### src/dmc_pkg.sv
// Purpose: Shared constants for the DDS mode control block
// Assumes: AXI4-Lite register access, 32-bit data
// Notes:   Offsets are word indices; the byte address is four times one
package dmc_pkg;
   // ************************************
   // Register map
   // ************************************
   localparam logic [7:0] OFS_TONE1_LO  = 8'h04;
   localparam logic [7:0] OFS_TONE1_HI  = 8'h08;
   localparam logic [7:0] OFS_TONE2_LO  = 8'h0C;
   localparam logic [7:0] OFS_TONE2_HI  = 8'h10;
   localparam logic [7:0] OFS_PHASE1    = 8'h14;
   localparam logic [7:0] OFS_PHASE2    = 8'h18;
   localparam logic [7:0] OFS_AMPL      = 8'h1C;
   localparam logic [7:0] OFS_CLKCTL    = 8'h1E;
   localparam logic [7:0] OFS_MODECTL   = 8'h1F;
   localparam logic [7:0] OFS_STATUS    = 8'h20;
   localparam logic [7:0] OFS_SYNC_PORT = 8'h24;
   // ************************************
   // Fields and reset values
   // ************************************
   localparam int MODE_LSB   = 0;
   localparam int BYPASS_BIT = 0;
   localparam int HOLD_BIT   = 3;
   localparam logic [47:0] TONE_RST  = 48'h0000_0000_0000;
   localparam logic [13:0] PHASE_RST = 14'h0000;
   localparam logic [11:0] AMPL_RST  = 12'h000;
   localparam logic [11:0] DAC_MID   = 12'h800;
   localparam int NUM_PROG_REGS = 28;
   typedef enum logic [2:0] {
      MODE_SINGLE = 3'h0,
      MODE_FSK    = 3'h1,
      MODE_RFSK   = 3'h2,
      MODE_CHIRP  = 3'h3,
      MODE_BPSK   = 3'h4
   } dmc_mode_e;
   typedef enum logic [1:0] {
      BUS_IDLE,
      BUS_WRESP,
      BUS_RRESP
   } dmc_bus_e;
endpackage

### src/dmc_mode_control.sv
// Purpose: Mode decode, reset defaults and clock/port selection of a DDS
// Assumes: aclk is the system clock; inputs synchronous to aclk
// Notes:   Registers live behind an AXI4-Lite slave
//
// Functional notes
// - Mode from three-bit field at 0x1F
// - Decode 000..100 to five modes
// - Master init forces single-tone mode
// - Single tone feeds first tone word
// - Defaults give zero frequency, zero phase
// - Amplitude zero; DACs at midscale
// - Master init reloads all register defaults
// - Select pin: low serial, high parallel
// - Differential enable picks differential reference
// - Bypass bit at 0x1E skips multiplier
// - Keying pin ignored in single tone
// - Second phase register used only in BPSK mode
// - Second word only in FSK modes
// - Frequency equals word times clock over 2^48
// - Twenty-eight programmable registers exist
// - Keying pin selects word, phase or hold
// - Accumulator and tuning words 48 bits
//
// Implementation choices: the register addresses and register access over AXI4-Lite.
`timescale 1ns/100ps
`default_nettype none
module dmc_mode_control
#(
   parameter int ACC_W = 48,
   parameter int PH_W  = 14
)
(
   input  wire logic              aclk,
   input  wire logic              aresetn,
   input  wire logic              master_init,
   input  wire logic              parallel_select,
   input  wire logic              differential_reference_clock_in_on,
   input  wire logic              keying_hold_pin,
   input  wire logic [31:0]       s_axi_awaddr,
   input  wire logic              s_axi_awvalid,
   output logic                   s_axi_awready,
   input  wire logic [31:0]       s_axi_wdata,
   input  wire logic [3:0]        s_axi_wstrb,
   input  wire logic              s_axi_wvalid,
   output logic                   s_axi_wready,
   output logic [1:0]             s_axi_bresp,
   output logic                   s_axi_bvalid,
   input  wire logic              s_axi_bready,
   input  wire logic [31:0]       s_axi_araddr,
   input  wire logic              s_axi_arvalid,
   output logic                   s_axi_arready,
   output logic [31:0]            s_axi_rdata,
   output logic [1:0]             s_axi_rresp,
   output logic                   s_axi_rvalid,
   input  wire logic              s_axi_rready,
   output logic [ACC_W-1:0]       tuning_word,
   output logic [PH_W-1:0]        phase_word,
   output logic                   chirp_hold,
   output logic [11:0]            dac_i_code,
   output logic [11:0]            dac_q_code,
   output logic                   use_differential_ref,
   output logic                   multiplier_bypass,
   output logic                   serial_port_active
);
   if (ACC_W != 48 || PH_W != 14)
   begin : g_width_check
      $error("dmc_mode_control: widths must be 48 and 14");
   end

   // ************************************
   // Helpers
   // ************************************
   // Unknown codes fall back to single tone so output stays defined
   function automatic dmc_pkg::dmc_mode_e decode_mode(input logic [2:0] f);
      dmc_pkg::dmc_mode_e m;
      m = dmc_pkg::MODE_SINGLE;
      if (f <= 3'h4)
         m = dmc_pkg::dmc_mode_e'(f);
      return m;
   endfunction

   function automatic logic [31:0] merge(input logic [31:0] old, input logic [31:0] d, input logic [3:0] s);
      logic [31:0] r;
      r = old;
      for (int i = 0; i < 4; i++)
      begin
         if (s[i])
         begin
            r[i*8 +: 8] = d[i*8 +: 8];
         end
      end
      return r;
   endfunction

   // ************************************
   // Register file and bus
   // ************************************
   logic [ACC_W-1:0]  tone1_r, tone1_nxt, tone2_r, tone2_nxt;
   logic [PH_W-1:0]   ph1_r, ph1_nxt, ph2_r, ph2_nxt;
   logic [11:0]       ampl_r, ampl_nxt;
   logic [2:0]        mode_r, mode_nxt;
   logic              bypass_r, bypass_nxt;
   dmc_pkg::dmc_bus_e bst_r, bst_nxt;
   logic              awr_r, awr_nxt, wr_r, wr_nxt, arr_r, arr_nxt;
   logic [7:0]        awa_r, awa_nxt, rd_idx;
   logic [31:0]       wd_r, wd_nxt;
   logic [3:0]        ws_r, ws_nxt;
   logic              aw_have_r, aw_have_nxt, w_have_r, w_have_nxt;
   logic [1:0]        bresp_r, bresp_nxt, rresp_r, rresp_nxt;
   logic [31:0]       rdata_r, rdata_nxt;
   logic              bv_r, bv_nxt, rv_r, rv_nxt;
   logic [31:0]       cur;
   logic              hit;
   dmc_pkg::dmc_mode_e mode_q;

   assign mode_q = decode_mode(mode_r);
   assign rd_idx = s_axi_araddr[9:2];

   always_comb
   begin
      tone1_nxt = tone1_r;
      tone2_nxt = tone2_r;
      ph1_nxt = ph1_r;
      ph2_nxt = ph2_r;
      ampl_nxt = ampl_r;
      mode_nxt = mode_r;
      bypass_nxt = bypass_r;
      bst_nxt = bst_r;
      awr_nxt = 1'b0;
      wr_nxt = 1'b0;
      arr_nxt = 1'b0;
      awa_nxt = awa_r;
      wd_nxt = wd_r;
      ws_nxt = ws_r;
      aw_have_nxt = aw_have_r;
      w_have_nxt = w_have_r;
      bresp_nxt = bresp_r;
      rresp_nxt = rresp_r;
      rdata_nxt = rdata_r;
      bv_nxt = bv_r;
      rv_nxt = rv_r;
      cur = 32'h0000_0000;
      hit = 1'b1;
      if (s_axi_awvalid && awr_r)
      begin
         awa_nxt = s_axi_awaddr[9:2];
         aw_have_nxt = 1'b1;
      end
      if (s_axi_wvalid && wr_r)
      begin
         wd_nxt = s_axi_wdata;
         ws_nxt = s_axi_wstrb;
         w_have_nxt = 1'b1;
      end
      case (bst_r)
         dmc_pkg::BUS_IDLE:
         begin
            if (aw_have_r && w_have_r)
            begin
               aw_have_nxt = 1'b0;
               w_have_nxt = 1'b0;
               if (awa_r == dmc_pkg::OFS_TONE1_LO)
                  tone1_nxt[31:0] = merge(tone1_r[31:0], wd_r, ws_r);
               else if (awa_r == dmc_pkg::OFS_TONE1_HI)
                  tone1_nxt[47:32] = 16'(merge({16'h0000, tone1_r[47:32]}, wd_r, ws_r));
               else if (awa_r == dmc_pkg::OFS_TONE2_LO)
                  tone2_nxt[31:0] = merge(tone2_r[31:0], wd_r, ws_r);
               else if (awa_r == dmc_pkg::OFS_TONE2_HI)
                  tone2_nxt[47:32] = 16'(merge({16'h0000, tone2_r[47:32]}, wd_r, ws_r));
               else if (awa_r == dmc_pkg::OFS_PHASE1)
                  ph1_nxt = 14'(merge({18'h00000, ph1_r}, wd_r, ws_r));
               else if (awa_r == dmc_pkg::OFS_PHASE2)
                  ph2_nxt = 14'(merge({18'h00000, ph2_r}, wd_r, ws_r));
               else if (awa_r == dmc_pkg::OFS_AMPL)
                  ampl_nxt = 12'(merge({20'h00000, ampl_r}, wd_r, ws_r));
               else if (awa_r == dmc_pkg::OFS_CLKCTL && ws_r[0])
                  bypass_nxt = wd_r[dmc_pkg::BYPASS_BIT];
               else if (awa_r == dmc_pkg::OFS_MODECTL && ws_r[0])
                  mode_nxt = wd_r[dmc_pkg::MODE_LSB +: 3];
               else
                  hit = 1'b0;
               bresp_nxt = hit ? 2'h0 : 2'h2;
               bv_nxt = 1'b1;
               bst_nxt = dmc_pkg::BUS_WRESP;
            end
            else if (s_axi_arvalid && arr_r)
            begin
               // Word index decode; every register takes one aligned word
               if (rd_idx == dmc_pkg::OFS_TONE1_LO)
                  cur = tone1_r[31:0];
               else if (rd_idx == dmc_pkg::OFS_TONE1_HI)
                  cur = {16'h0000, tone1_r[47:32]};
               else if (rd_idx == dmc_pkg::OFS_TONE2_LO)
                  cur = tone2_r[31:0];
               else if (rd_idx == dmc_pkg::OFS_TONE2_HI)
                  cur = {16'h0000, tone2_r[47:32]};
               else if (rd_idx == dmc_pkg::OFS_PHASE1)
                  cur = {18'h00000, ph1_r};
               else if (rd_idx == dmc_pkg::OFS_PHASE2)
                  cur = {18'h00000, ph2_r};
               else if (rd_idx == dmc_pkg::OFS_AMPL)
                  cur = {20'h00000, ampl_r};
               else if (rd_idx == dmc_pkg::OFS_CLKCTL)
                  cur = {31'h0000_0000, bypass_r};
               else if (rd_idx == dmc_pkg::OFS_MODECTL)
                  cur = {29'h0000_0000, mode_r};
               else if (rd_idx == dmc_pkg::OFS_STATUS)
                  cur = {28'h000_0000, chirp_hold, mode_q};
               else if (rd_idx == dmc_pkg::OFS_SYNC_PORT)
                  cur = {30'h0000_0000, differential_reference_clock_in_on, parallel_select};
               else
                  hit = 1'b0;
               rdata_nxt = cur;
               rresp_nxt = hit ? 2'h0 : 2'h2;
               rv_nxt = 1'b1;
               bst_nxt = dmc_pkg::BUS_RRESP;
            end
            else
            begin
               awr_nxt = !aw_have_nxt;
               wr_nxt = !w_have_nxt;
               arr_nxt = !(aw_have_nxt && w_have_nxt);
            end
         end
         dmc_pkg::BUS_WRESP:
         begin
            if (s_axi_bready)
            begin
               bv_nxt = 1'b0;
               bst_nxt = dmc_pkg::BUS_IDLE;
            end
         end
         default:
         begin
            if (s_axi_rready)
            begin
               rv_nxt = 1'b0;
               bst_nxt = dmc_pkg::BUS_IDLE;
            end
         end
      endcase
      if (master_init)
      begin
         tone1_nxt = dmc_pkg::TONE_RST;
         tone2_nxt = dmc_pkg::TONE_RST;
         ph1_nxt = dmc_pkg::PHASE_RST;
         ph2_nxt = dmc_pkg::PHASE_RST;
         ampl_nxt = dmc_pkg::AMPL_RST;
         mode_nxt = dmc_pkg::MODE_SINGLE;
         bypass_nxt = 1'b0;
         bst_nxt = dmc_pkg::BUS_IDLE;
         awr_nxt = 1'b0;
         wr_nxt = 1'b0;
         arr_nxt = 1'b0;
         aw_have_nxt = 1'b0;
         w_have_nxt = 1'b0;
         bv_nxt = 1'b0;
         rv_nxt = 1'b0;
      end
   end

   // ************************************
   // Datapath selection
   // ************************************
   logic [ACC_W-1:0] tw_nxt;
   logic [PH_W-1:0]  pw_nxt;
   logic             hold_nxt;
   logic [11:0]      dac_nxt;

   always_comb
   begin
      tw_nxt = tone1_r;
      pw_nxt = ph1_r;
      hold_nxt = 1'b0;
      case (mode_q)
         dmc_pkg::MODE_FSK, dmc_pkg::MODE_RFSK:
            tw_nxt = keying_hold_pin ? tone2_r : tone1_r;
         dmc_pkg::MODE_CHIRP:
            hold_nxt = keying_hold_pin;
         dmc_pkg::MODE_BPSK:
            pw_nxt = keying_hold_pin ? ph2_r : ph1_r;
         default:
            tw_nxt = tone1_r;
      endcase
      // Half the amplitude is ORed onto midscale; zero amplitude gives midscale
      dac_nxt = (ampl_r == dmc_pkg::AMPL_RST) ? dmc_pkg::DAC_MID : (dmc_pkg::DAC_MID | {1'b0, ampl_r[11:1]});
   end

   always_ff @(posedge aclk)
   begin
      if (!aresetn)
      begin
         tone1_r <= dmc_pkg::TONE_RST;
         tone2_r <= dmc_pkg::TONE_RST;
         ph1_r <= dmc_pkg::PHASE_RST;
         ph2_r <= dmc_pkg::PHASE_RST;
         ampl_r <= dmc_pkg::AMPL_RST;
         mode_r <= dmc_pkg::MODE_SINGLE;
         bypass_r <= 1'b0;
         bst_r <= dmc_pkg::BUS_IDLE;
         awr_r <= 1'b0;
         wr_r <= 1'b0;
         arr_r <= 1'b0;
         awa_r <= 8'h00;
         wd_r <= 32'h0000_0000;
         ws_r <= 4'h0;
         aw_have_r <= 1'b0;
         w_have_r <= 1'b0;
         bresp_r <= 2'h0;
         rresp_r <= 2'h0;
         rdata_r <= 32'h0000_0000;
         bv_r <= 1'b0;
         rv_r <= 1'b0;
         tuning_word <= dmc_pkg::TONE_RST;
         phase_word <= dmc_pkg::PHASE_RST;
         chirp_hold <= 1'b0;
         dac_i_code <= dmc_pkg::DAC_MID;
         dac_q_code <= dmc_pkg::DAC_MID;
         use_differential_ref <= 1'b0;
         multiplier_bypass <= 1'b0;
         serial_port_active <= 1'b1;
      end
      else
      begin
         tone1_r <= tone1_nxt;
         tone2_r <= tone2_nxt;
         ph1_r <= ph1_nxt;
         ph2_r <= ph2_nxt;
         ampl_r <= ampl_nxt;
         mode_r <= mode_nxt;
         bypass_r <= bypass_nxt;
         bst_r <= bst_nxt;
         awr_r <= awr_nxt;
         wr_r <= wr_nxt;
         arr_r <= arr_nxt;
         awa_r <= awa_nxt;
         wd_r <= wd_nxt;
         ws_r <= ws_nxt;
         aw_have_r <= aw_have_nxt;
         w_have_r <= w_have_nxt;
         bresp_r <= bresp_nxt;
         rresp_r <= rresp_nxt;
         rdata_r <= rdata_nxt;
         bv_r <= bv_nxt;
         rv_r <= rv_nxt;
         tuning_word <= tw_nxt;
         phase_word <= pw_nxt;
         chirp_hold <= hold_nxt;
         dac_i_code <= dac_nxt;
         dac_q_code <= dac_nxt;
         use_differential_ref <= differential_reference_clock_in_on;
         multiplier_bypass <= bypass_r;
         serial_port_active <= !parallel_select;
      end
   end

   assign s_axi_awready = awr_r;
   assign s_axi_wready = wr_r;
   assign s_axi_arready = arr_r;
   assign s_axi_bvalid = bv_r;
   assign s_axi_bresp = bresp_r;
   assign s_axi_rvalid = rv_r;
   assign s_axi_rresp = rresp_r;
   assign s_axi_rdata = rdata_r;
endmodule // dmc_mode_control
`default_nettype wire

### config.mk
export PLATFORM = sky130hd
export DESIGN_NAME = dmc_mode_control
export DESIGN_NICKNAME = d
export VERILOG_FILES = /design/src/dmc_pkg.sv /design/src/dmc_mode_control.sv
export SDC_FILE = /design/constraint.sdc
export NUM_CORES = 1
export LEC_CHECK = 0
export BUFFER_PORTS_ARGS = -buffer_cell sky130_fd_sc_hd__buf_2
export CAP_MARGIN = 20
export CELL_PAD_IN_SITES_DETAIL_PLACEMENT = 1
export CELL_PAD_IN_SITES_GLOBAL_PLACEMENT = 2
export CORE_MARGIN = 2
export CORE_UTILIZATION = 30
export CTS_BUF_LIST = sky130_fd_sc_hd__clkbuf_16
export DETAILED_ROUTE_END_ITERATION = 16
export MAX_ROUTING_LAYER = met4
export PLACE_DENSITY = 0.84
export SLEW_MARGIN = 30
export SYNTH_ARGS = -nofsm -noshare
export SYNTH_HDL_FRONTEND = slang
export SYNTH_SLANG_ARGS = --single-unit
### constraint.sdc
create_clock -name aclk -period 3.7 [get_ports aclk]
set_clock_uncertainty 0.15 [all_clocks]
set_input_delay 0.74 -clock aclk [delete_from_list [all_inputs] [get_ports aclk]]
set_output_delay 0.74 -clock aclk [all_outputs]
set_load 0.03 [all_outputs]
==> run metrics, run 1 <==
outcome complete, no violations; WL/cell 20.0 um; Crit. End Element register; drc violations 0; fin crit period 2.42 ns; initial antenna violation count 4; Post-synth EDFFs 0; fin cells 2042; routed vias/inst 5.00; Psw 1710 uW; Synthesis Warnings 0; Final Cycle Share 65.4%; IO Pins 242; GRT Util Overall 20.0%; final setup fails 0; Clock Path Buffers 3; top cells by count, synth 304 x dfxtp_1, 236 x nand2_1, 174 x nor2_1; fraction of layout cells with a size suffix above 1 21.4%; syn avg cell area 9.18 sq um; P&R area growth vs syn 21.0%; Chip Width 206 um; clock latency at the later pin of the worst-skew pair 0.54 ns; startpoint class of the critical path register; max_cap viols 0; VDD IR max 0.000281 V; hold slack 0.251 ns; number of global-route vias before repair 10500; # resized after CTS 0; register bit total from synthesis 304; num rows 74; Placer Congestion 0.826; DRT iter0 DRCs 537; post-DP HPWL 27.5 mm; synth top area cells dfxtp_1 50%, mux2i_1 13%, nand2_1 7.2%; Power Density 490 mW/mm^2; Synth area leader dfxtp_1; total gr overflow 0; H-tree level count 2; max frequency 0.413 GHz; Initial Util 30.2%; post-synth top area share 49.6%; slowest stage delay, CP 0.73 ns; first-pass GRT wire length 62.7 mm; hold_buf cts 0; sequential fraction of the synthesis area 49.6%; NumNets Final 1592; number of port buffers 189; die area 0.0425 sq mm; actual slew at the worst max-slew pin 0.829 ns; asr flop ratio synth 0%; crit-path cells and4bb_4 > nand2b_1 > nor3_4 > mux2i_1 > nor2_1; synthesized area 0.0123 sq mm; Die Y 206 um; Final TNS setup 0 ns; wirelength, routed 40.8 mm; Clock Sinks 304; final hold vios 0; Hold Crit Class in -> reg; combinational power share 4.4%; largest net degree at the start of global routing 140; # Post-CTS Setup Buffers 0; post-layout util 36.6%; cell with the most instances after synthesis dfxtp_1; final antenna-violating net count 0; sequential share of power 45.9%; leakage 0.00577 uW; Slew HR 44.6%; WP data required 3.95 ns; Post-Syn Instances 1336; RSZ-0062 raised after global routing no; CTS clk-pin slew, worst paths 0.06 ns; worst-path fanout max 8; Worst EP arrival 2.67 ns; CTS tree yes; clock root buffer clkbuf_16; Netlist cell types 70; slowest cell on the critical path nor3_4; P_int 5560 uW; Cell Count Post-Placement 1975; drt pass-1 iters 4; Core Area 0.0406 sq mm; Crit Path Class reg -> reg; Final Max Tran Viols 0; Synth Flop Type dfxtp_1; Clk pwr share 49.7%; DR vias 10200; total CTS buffers 36; sw frac 23.6%
==> worst paths after layout <==
| check | to | start | slack (ns) | cells after the start |
|---|---|---|---|---|
| max reg2reg | ph2_r[3] | bst_r[0] | 1.28 | 5 |
| min | serial_port_active | parallel_select | 0.25 | 2 |
| max | ph2_r[3] | bst_r[0] | 1.28 | 5 |
| min reg2reg | s_axi_rvalid | s_axi_rvalid | 0.31 | 2 |
==> flip-flops by register name, indices dropped and copies added, names as in the netlist, 11 cells and up <==
register     count
wd_r            32
ph1_r           14
ph2_r           14
tone1_r         48
s_axi_rdata     32
phase_word      14
dac_q_code      11
tuning_word     48
tone2_r         48
ampl_r          12
==> power groups by stage <==
stage / sequential (uW) / clock, uW / combinational [uW]
finish: 3340 / 3620 / 323
global route: 3340 / 3840 / 352
CTS: 3340 / 3710 / 328
detailed placement: 3410 / 0 / 326
global placement: 3410 / 0 / 323
floorplan: 3410 / 0 / 180
==> worst max-delay path: cells and delay by family (launching register included) <==
family        cells  cell delay [ns]
simple gates      4             1.51
mux               1             0.26
flops             1             0.35
==> per-layer routing <==
metal | wire length [um] | vias to the layer above | GRT usage [%]
met3 | 1980 | 69 | 3.56
met4 | 934 | 0 | 5.87
li1 | - | 4847 | -
met5 | 0 | - | -
met1 | 18500 | 5070 | 25.0
met2 | 19400 | 227 | 32.9
==> cell usage in the layout (no fill, tap or decap), types with 9 or more instances in the layout <==
cell | Yosys | layout
nand2_1 | 236 | 236
a21oi_1 | 134 | 134
and2_1 | 16 | 15
a2bb2oi_1 | 16 | 16
nand2b_1 | 11 | 9
nor2_1 | 174 | 174
buf_2 | 15 | 189
o21ai_0 | 25 | 25
inv_1 | 6 | 10
clkbuf_16 | 0 | 37
dfxtp_1 | 304 | 304
buf_4 | 19 | 23
nor3_4 | 13 | 13
mux2i_1 | 164 | 164
nand3_1 | 18 | 18
==> kinds of logic after synthesis <==
| family | Yosys count | synth area share [%] |
|---|---|---|
| AOI/OAI and AO/OA | 219 | 10.7 |
| xor gates and xnor gates | 1 | 0.0714 |
| buffers and inverters | 118 | 4.41 |
| DFF | 304 | 49.6 |
| muxes | 180 | 15.6 |
| other | 2 | 0.0612 |
| and+or+nand+nor | 512 | 19.6 |
==> through the flow <==
step	power (uW)	area, sq um	setup WS [ns]
4_1_cts	7380	14800	1.27
6_report	7270	14800	1.28
2_1_floorplan	3590	12300	1.39
3_3_place_gp	3730	13600	1.02
3_5_place_dp	3730	13600	0.979
5_1_grt	7530	14800	1.12
==> area by class of cell <==
class / count / area (sq um)
fillers: 4735 / 25700
flip-flops and latches: 304 / 6090
multi-input cells: 916 / 5670
repair buffers: 216 / 1200
clock buffers: 37 / 926
well taps: 532 / 666
clock inverters: 26 / 260
inverters: 7 / 28.8
diodes: 4 / 10.0
Power figures use the tool's default switching activity.
==> inputs of run 2 (changes only) <==
--- a/config.mk
+++ b/config.mk
@@ -5,16 +5,17 @@
 export SDC_FILE = /design/constraint.sdc
 export NUM_CORES = 1
 export LEC_CHECK = 0
+export ABC_AREA = 1
 export BUFFER_PORTS_ARGS = -buffer_cell sky130_fd_sc_hd__buf_2
 export CAP_MARGIN = 20
 export CELL_PAD_IN_SITES_DETAIL_PLACEMENT = 1
 export CELL_PAD_IN_SITES_GLOBAL_PLACEMENT = 2
 export CORE_MARGIN = 2
-export CORE_UTILIZATION = 30
+export CORE_UTILIZATION = 28
 export CTS_BUF_LIST = sky130_fd_sc_hd__clkbuf_16
 export DETAILED_ROUTE_END_ITERATION = 16
 export MAX_ROUTING_LAYER = met4
-export PLACE_DENSITY = 0.84
+export PLACE_DENSITY = 0.86
 export SLEW_MARGIN = 30
 export SYNTH_ARGS = -nofsm -noshare
 export SYNTH_HDL_FRONTEND = slang
==> constraint.sdc (replaced) <==
create_clock -name aclk -period 2 [get_ports aclk]
set_clock_uncertainty 0.15 [all_clocks]
set_input_delay 0.4 -clock aclk [delete_from_list [all_inputs] [get_ports aclk]]
set_output_delay 0.4 -clock aclk [all_outputs]
set_load 0.03 [all_outputs]
==> run 2 against run 1 <==
Effect of this change: global-route usage fell by 0.55 points; via count grew 11%; clock power is 74% higher; power rose by 83%; synthesized area down 2.5%; register-to-register slack worse by 1.2 ns; synthesized cell count is 14% higher; combinational power up 140%; sequential share of layout area decreased by 2.1 points; flip-flop and latch count unchanged; die area up 4.4%; final cell count grew 15%; largest cell class unchanged; highest routed layer unchanged.
==> run metrics, run 2 <==
total CTS buffers 37; Synth area leader dfxtp_1; die area 0.0444 sq mm; asr flop ratio synth 0%; Synthesis Warnings 0; final hold vios 0; DP Worst Slack -0.171 ns; NumNets Final 1898; Final Max Tran Viols 0; Clk pwr share 47.4%; post-DP HPWL 30.6 mm; fin crit period 1.88 ns; critical path's top delay family simple AND/OR/NAND/NOR gates; Slew HR 57.8%; H-tree level count 2; worst-path fanout max 6; min-delay src s_axi_awaddr[5]; Power Density 850 mW/mm^2; Crit Path Class reg -> reg; drc violations 0; Top Registers tone1_r (48), tone2_r (48), tuning_word (48); sequential share of power 46.7%; Post-synth EDFFs 0; register bit total from synthesis 304; Clock Path Buffers 3; VDD IR max 0.000533 V; wirelength, routed 42.4 mm; r2r worst-path depth 9; worst r2r src awa_r[7]; drt pass-1 iters 4; CTS tree yes; IO Pins 242; hold slack 0.0190 ns; synthesized area 0.0120 sq mm; synth top area cells dfxtp_1 51%, a21oi_1 10%, o21ai_0 10%; first-pass GRT wire length 64.6 mm; combinational power share 5.9%; leakage 0.00647 uW; DRT iter0 DRCs 526; Core Area 0.0420 sq mm; WL/cell 18.0 um; routed vias/inst 4.82; PnR worst setup slack 0.121 ns; sequential fraction of the synthesis area 50.9%; Buf+Inv Stages, Crit Path 2; P_int 10100 uW; sw frac 24.3%; Min-Delay Endpoint awa_r[3]; top cells by count, synth 304 x dfxtp_1, 249 x a21oi_1, 247 x o21ai_0; Synth Flop Type dfxtp_1; slowest stage delay, CP 0.33 ns; final setup fails 0; num rows 75; total gr overflow 0; RSZ-0062 raised after global routing yes; Hold Crit Class in -> reg; actual slew at the worst max-slew pin 0.631 ns; Psw 3230 uW; flop2flop setup slack 0.12 ns; Post-Syn Instances 1521; WP data required 2.31 ns; Worst EP arrival 2.19 ns; Placer Congestion 0.834; slowest cell on the critical path dfxtp_1; Netlist cell types 40; GRT Util Overall 19.4%; max_cap viols 0; number of global-route vias before repair 11500; Cell Count Post-Placement 2248; Chip Width 211 um; most common cell after layout, fill and taps aside dfxtp_1; initial antenna violation count 0; most frequent cells in the layout 303 x dfxtp_1, 249 x a21oi_1, 247 x o21ai_0, 193 x inv_1, 188 x buf_2; Initial Util 28.5%; post-synth top area share 50.9%; Crit Reg-Reg Endpoint ampl_r[11]; final antenna-violating net count 0; max frequency 0.532 GHz; cell with the most instances after synthesis dfxtp_1; largest net degree at the start of global routing 87; Clock Sinks 304; Crit. End Element register; DR vias 11300; fin cells 2352; number of port buffers 189; crit-path cells nor2_4 > nand3_2 > nor2_2 > nand3_1 > nor2_1 > buf_4 > nand2_1 > buf_4 > a21oi_1; outcome complete, no violations; clock latency at the later pin of the worst-skew pair 0.55 ns; Die Y 211 um; startpoint class of the critical path register; syn avg cell area 7.87 sq um; Final Cycle Share 93.9%; FILL cells 5127; clock root buffer clkbuf_16; fraction of layout cells with a size suffix above 1 21.9%; CTS clk-pin slew, worst paths 0.05 ns; P&R area growth vs syn 30.6%; Worst Hold Depth 3; crit-path most repeated cell buf_4
[run 2: cell types whose count changed after synthesis, sizes merged, moves of 15 or more]
| cell | delta |
|---|---|
| a21oi | +115 |
| a2bb2oi | -16 |
| and2 | -16 |
| inv | +188 |
| mux2i | -164 |
| nand2 | -96 |
| nand4 | +15 |
| o21ai | +224 |
| o221ai | +16 |
[run 2: power groups by stage]
stage	Sequential [uW]	Combinational, uW	Clock, uW
after floorplan	6370	365	0
after global placement	6330	705	0
after detailed placement	6330	723	0
after CTS	6200	776	6480
after global routing	6210	866	6710
final	6200	785	6300
[run 2: repair_timing]
item                                    CTS  global route
hold buffers                             33             0
endpoints found under the setup margin    4           110
endpoints found under the hold margin    33             0
resized for setup                         0            20
pin swaps                                 1             6
setup buffers                             2             4
cloned                                    0             0
[run 2: metrics by stage]
stage          area [sq um]  TNS [ns]  utilization [%]  total power, uW
2_1_floorplan         12000         0                -             6740
3_3_place_gp          14000     -2.14             33.3             7030
3_5_place_dp          14000     -3.47             33.3             7050
4_1_cts               15500         0             36.9            13500
5_1_grt               15600    -0.270             37.2            13800
6_report              15600         0             37.2            13300
[run 2: logic make-up (layout without fill, tap and decap cells)]
kind of cell,after synthesis,in the layout,synth area share [%]
flops,304,304,50.9
simple gates,382,382,14.9
other cells,2,5,0.0628
compound gates,545,545,24.1
buf+inv,288,577,10.1
[run 2: final cells by class]
type / instances / area [sq um] / share of cell area (%)
multi-input combinational: 931 / 4760 / 30.5
antenna: 1 / 2.50 / 0.0160
sequential: 304 / 6090 / 39.0
timing repair buffer: 316 / 2220 / 14.2
inverter: 197 / 754 / 4.83
clock buffer: 39 / 976 / 6.24
tap: 539 / 674 / 4.32
clock inverter: 25 / 146 / 0.937
[run 2: metal layers]
metal / GRT usage (%) / up-vias / routed length, um
li1: - / 5580 / -
met1: 23.4 / 5494 / 18500
met2: 33.1 / 204 / 20800
met3: 2.85 / 65 / 1880
met4: 6.90 / 0 / 1190
met5: - / - / 0
[run 2: worst max path at each step]
stage                            to             from  depth (start not counted)
floorplan               tone2_r[46]          aresetn                          7
global placement     s_axi_rdata[5]  s_axi_araddr[3]                         11
detailed placement  s_axi_rdata[10]  s_axi_araddr[7]                         12
CTS                        ph1_r[2]         awa_r[7]                         10
global route            tone2_r[37]         awa_r[7]                          9
finish                   ampl_r[11]         awa_r[7]                          9
[run 2: worst reg2reg max path: stages, from the launching register on]
cell	delay, ns
dfxtp_1	0.33
nor2_4	0.16
nand3_2	0.12
nor2_2	0.16
nand3_1	0.13
nor2_1	0.11
buf_4	0.16
nand2_1	0.14
buf_4	0.18
a21oi_1	0.15
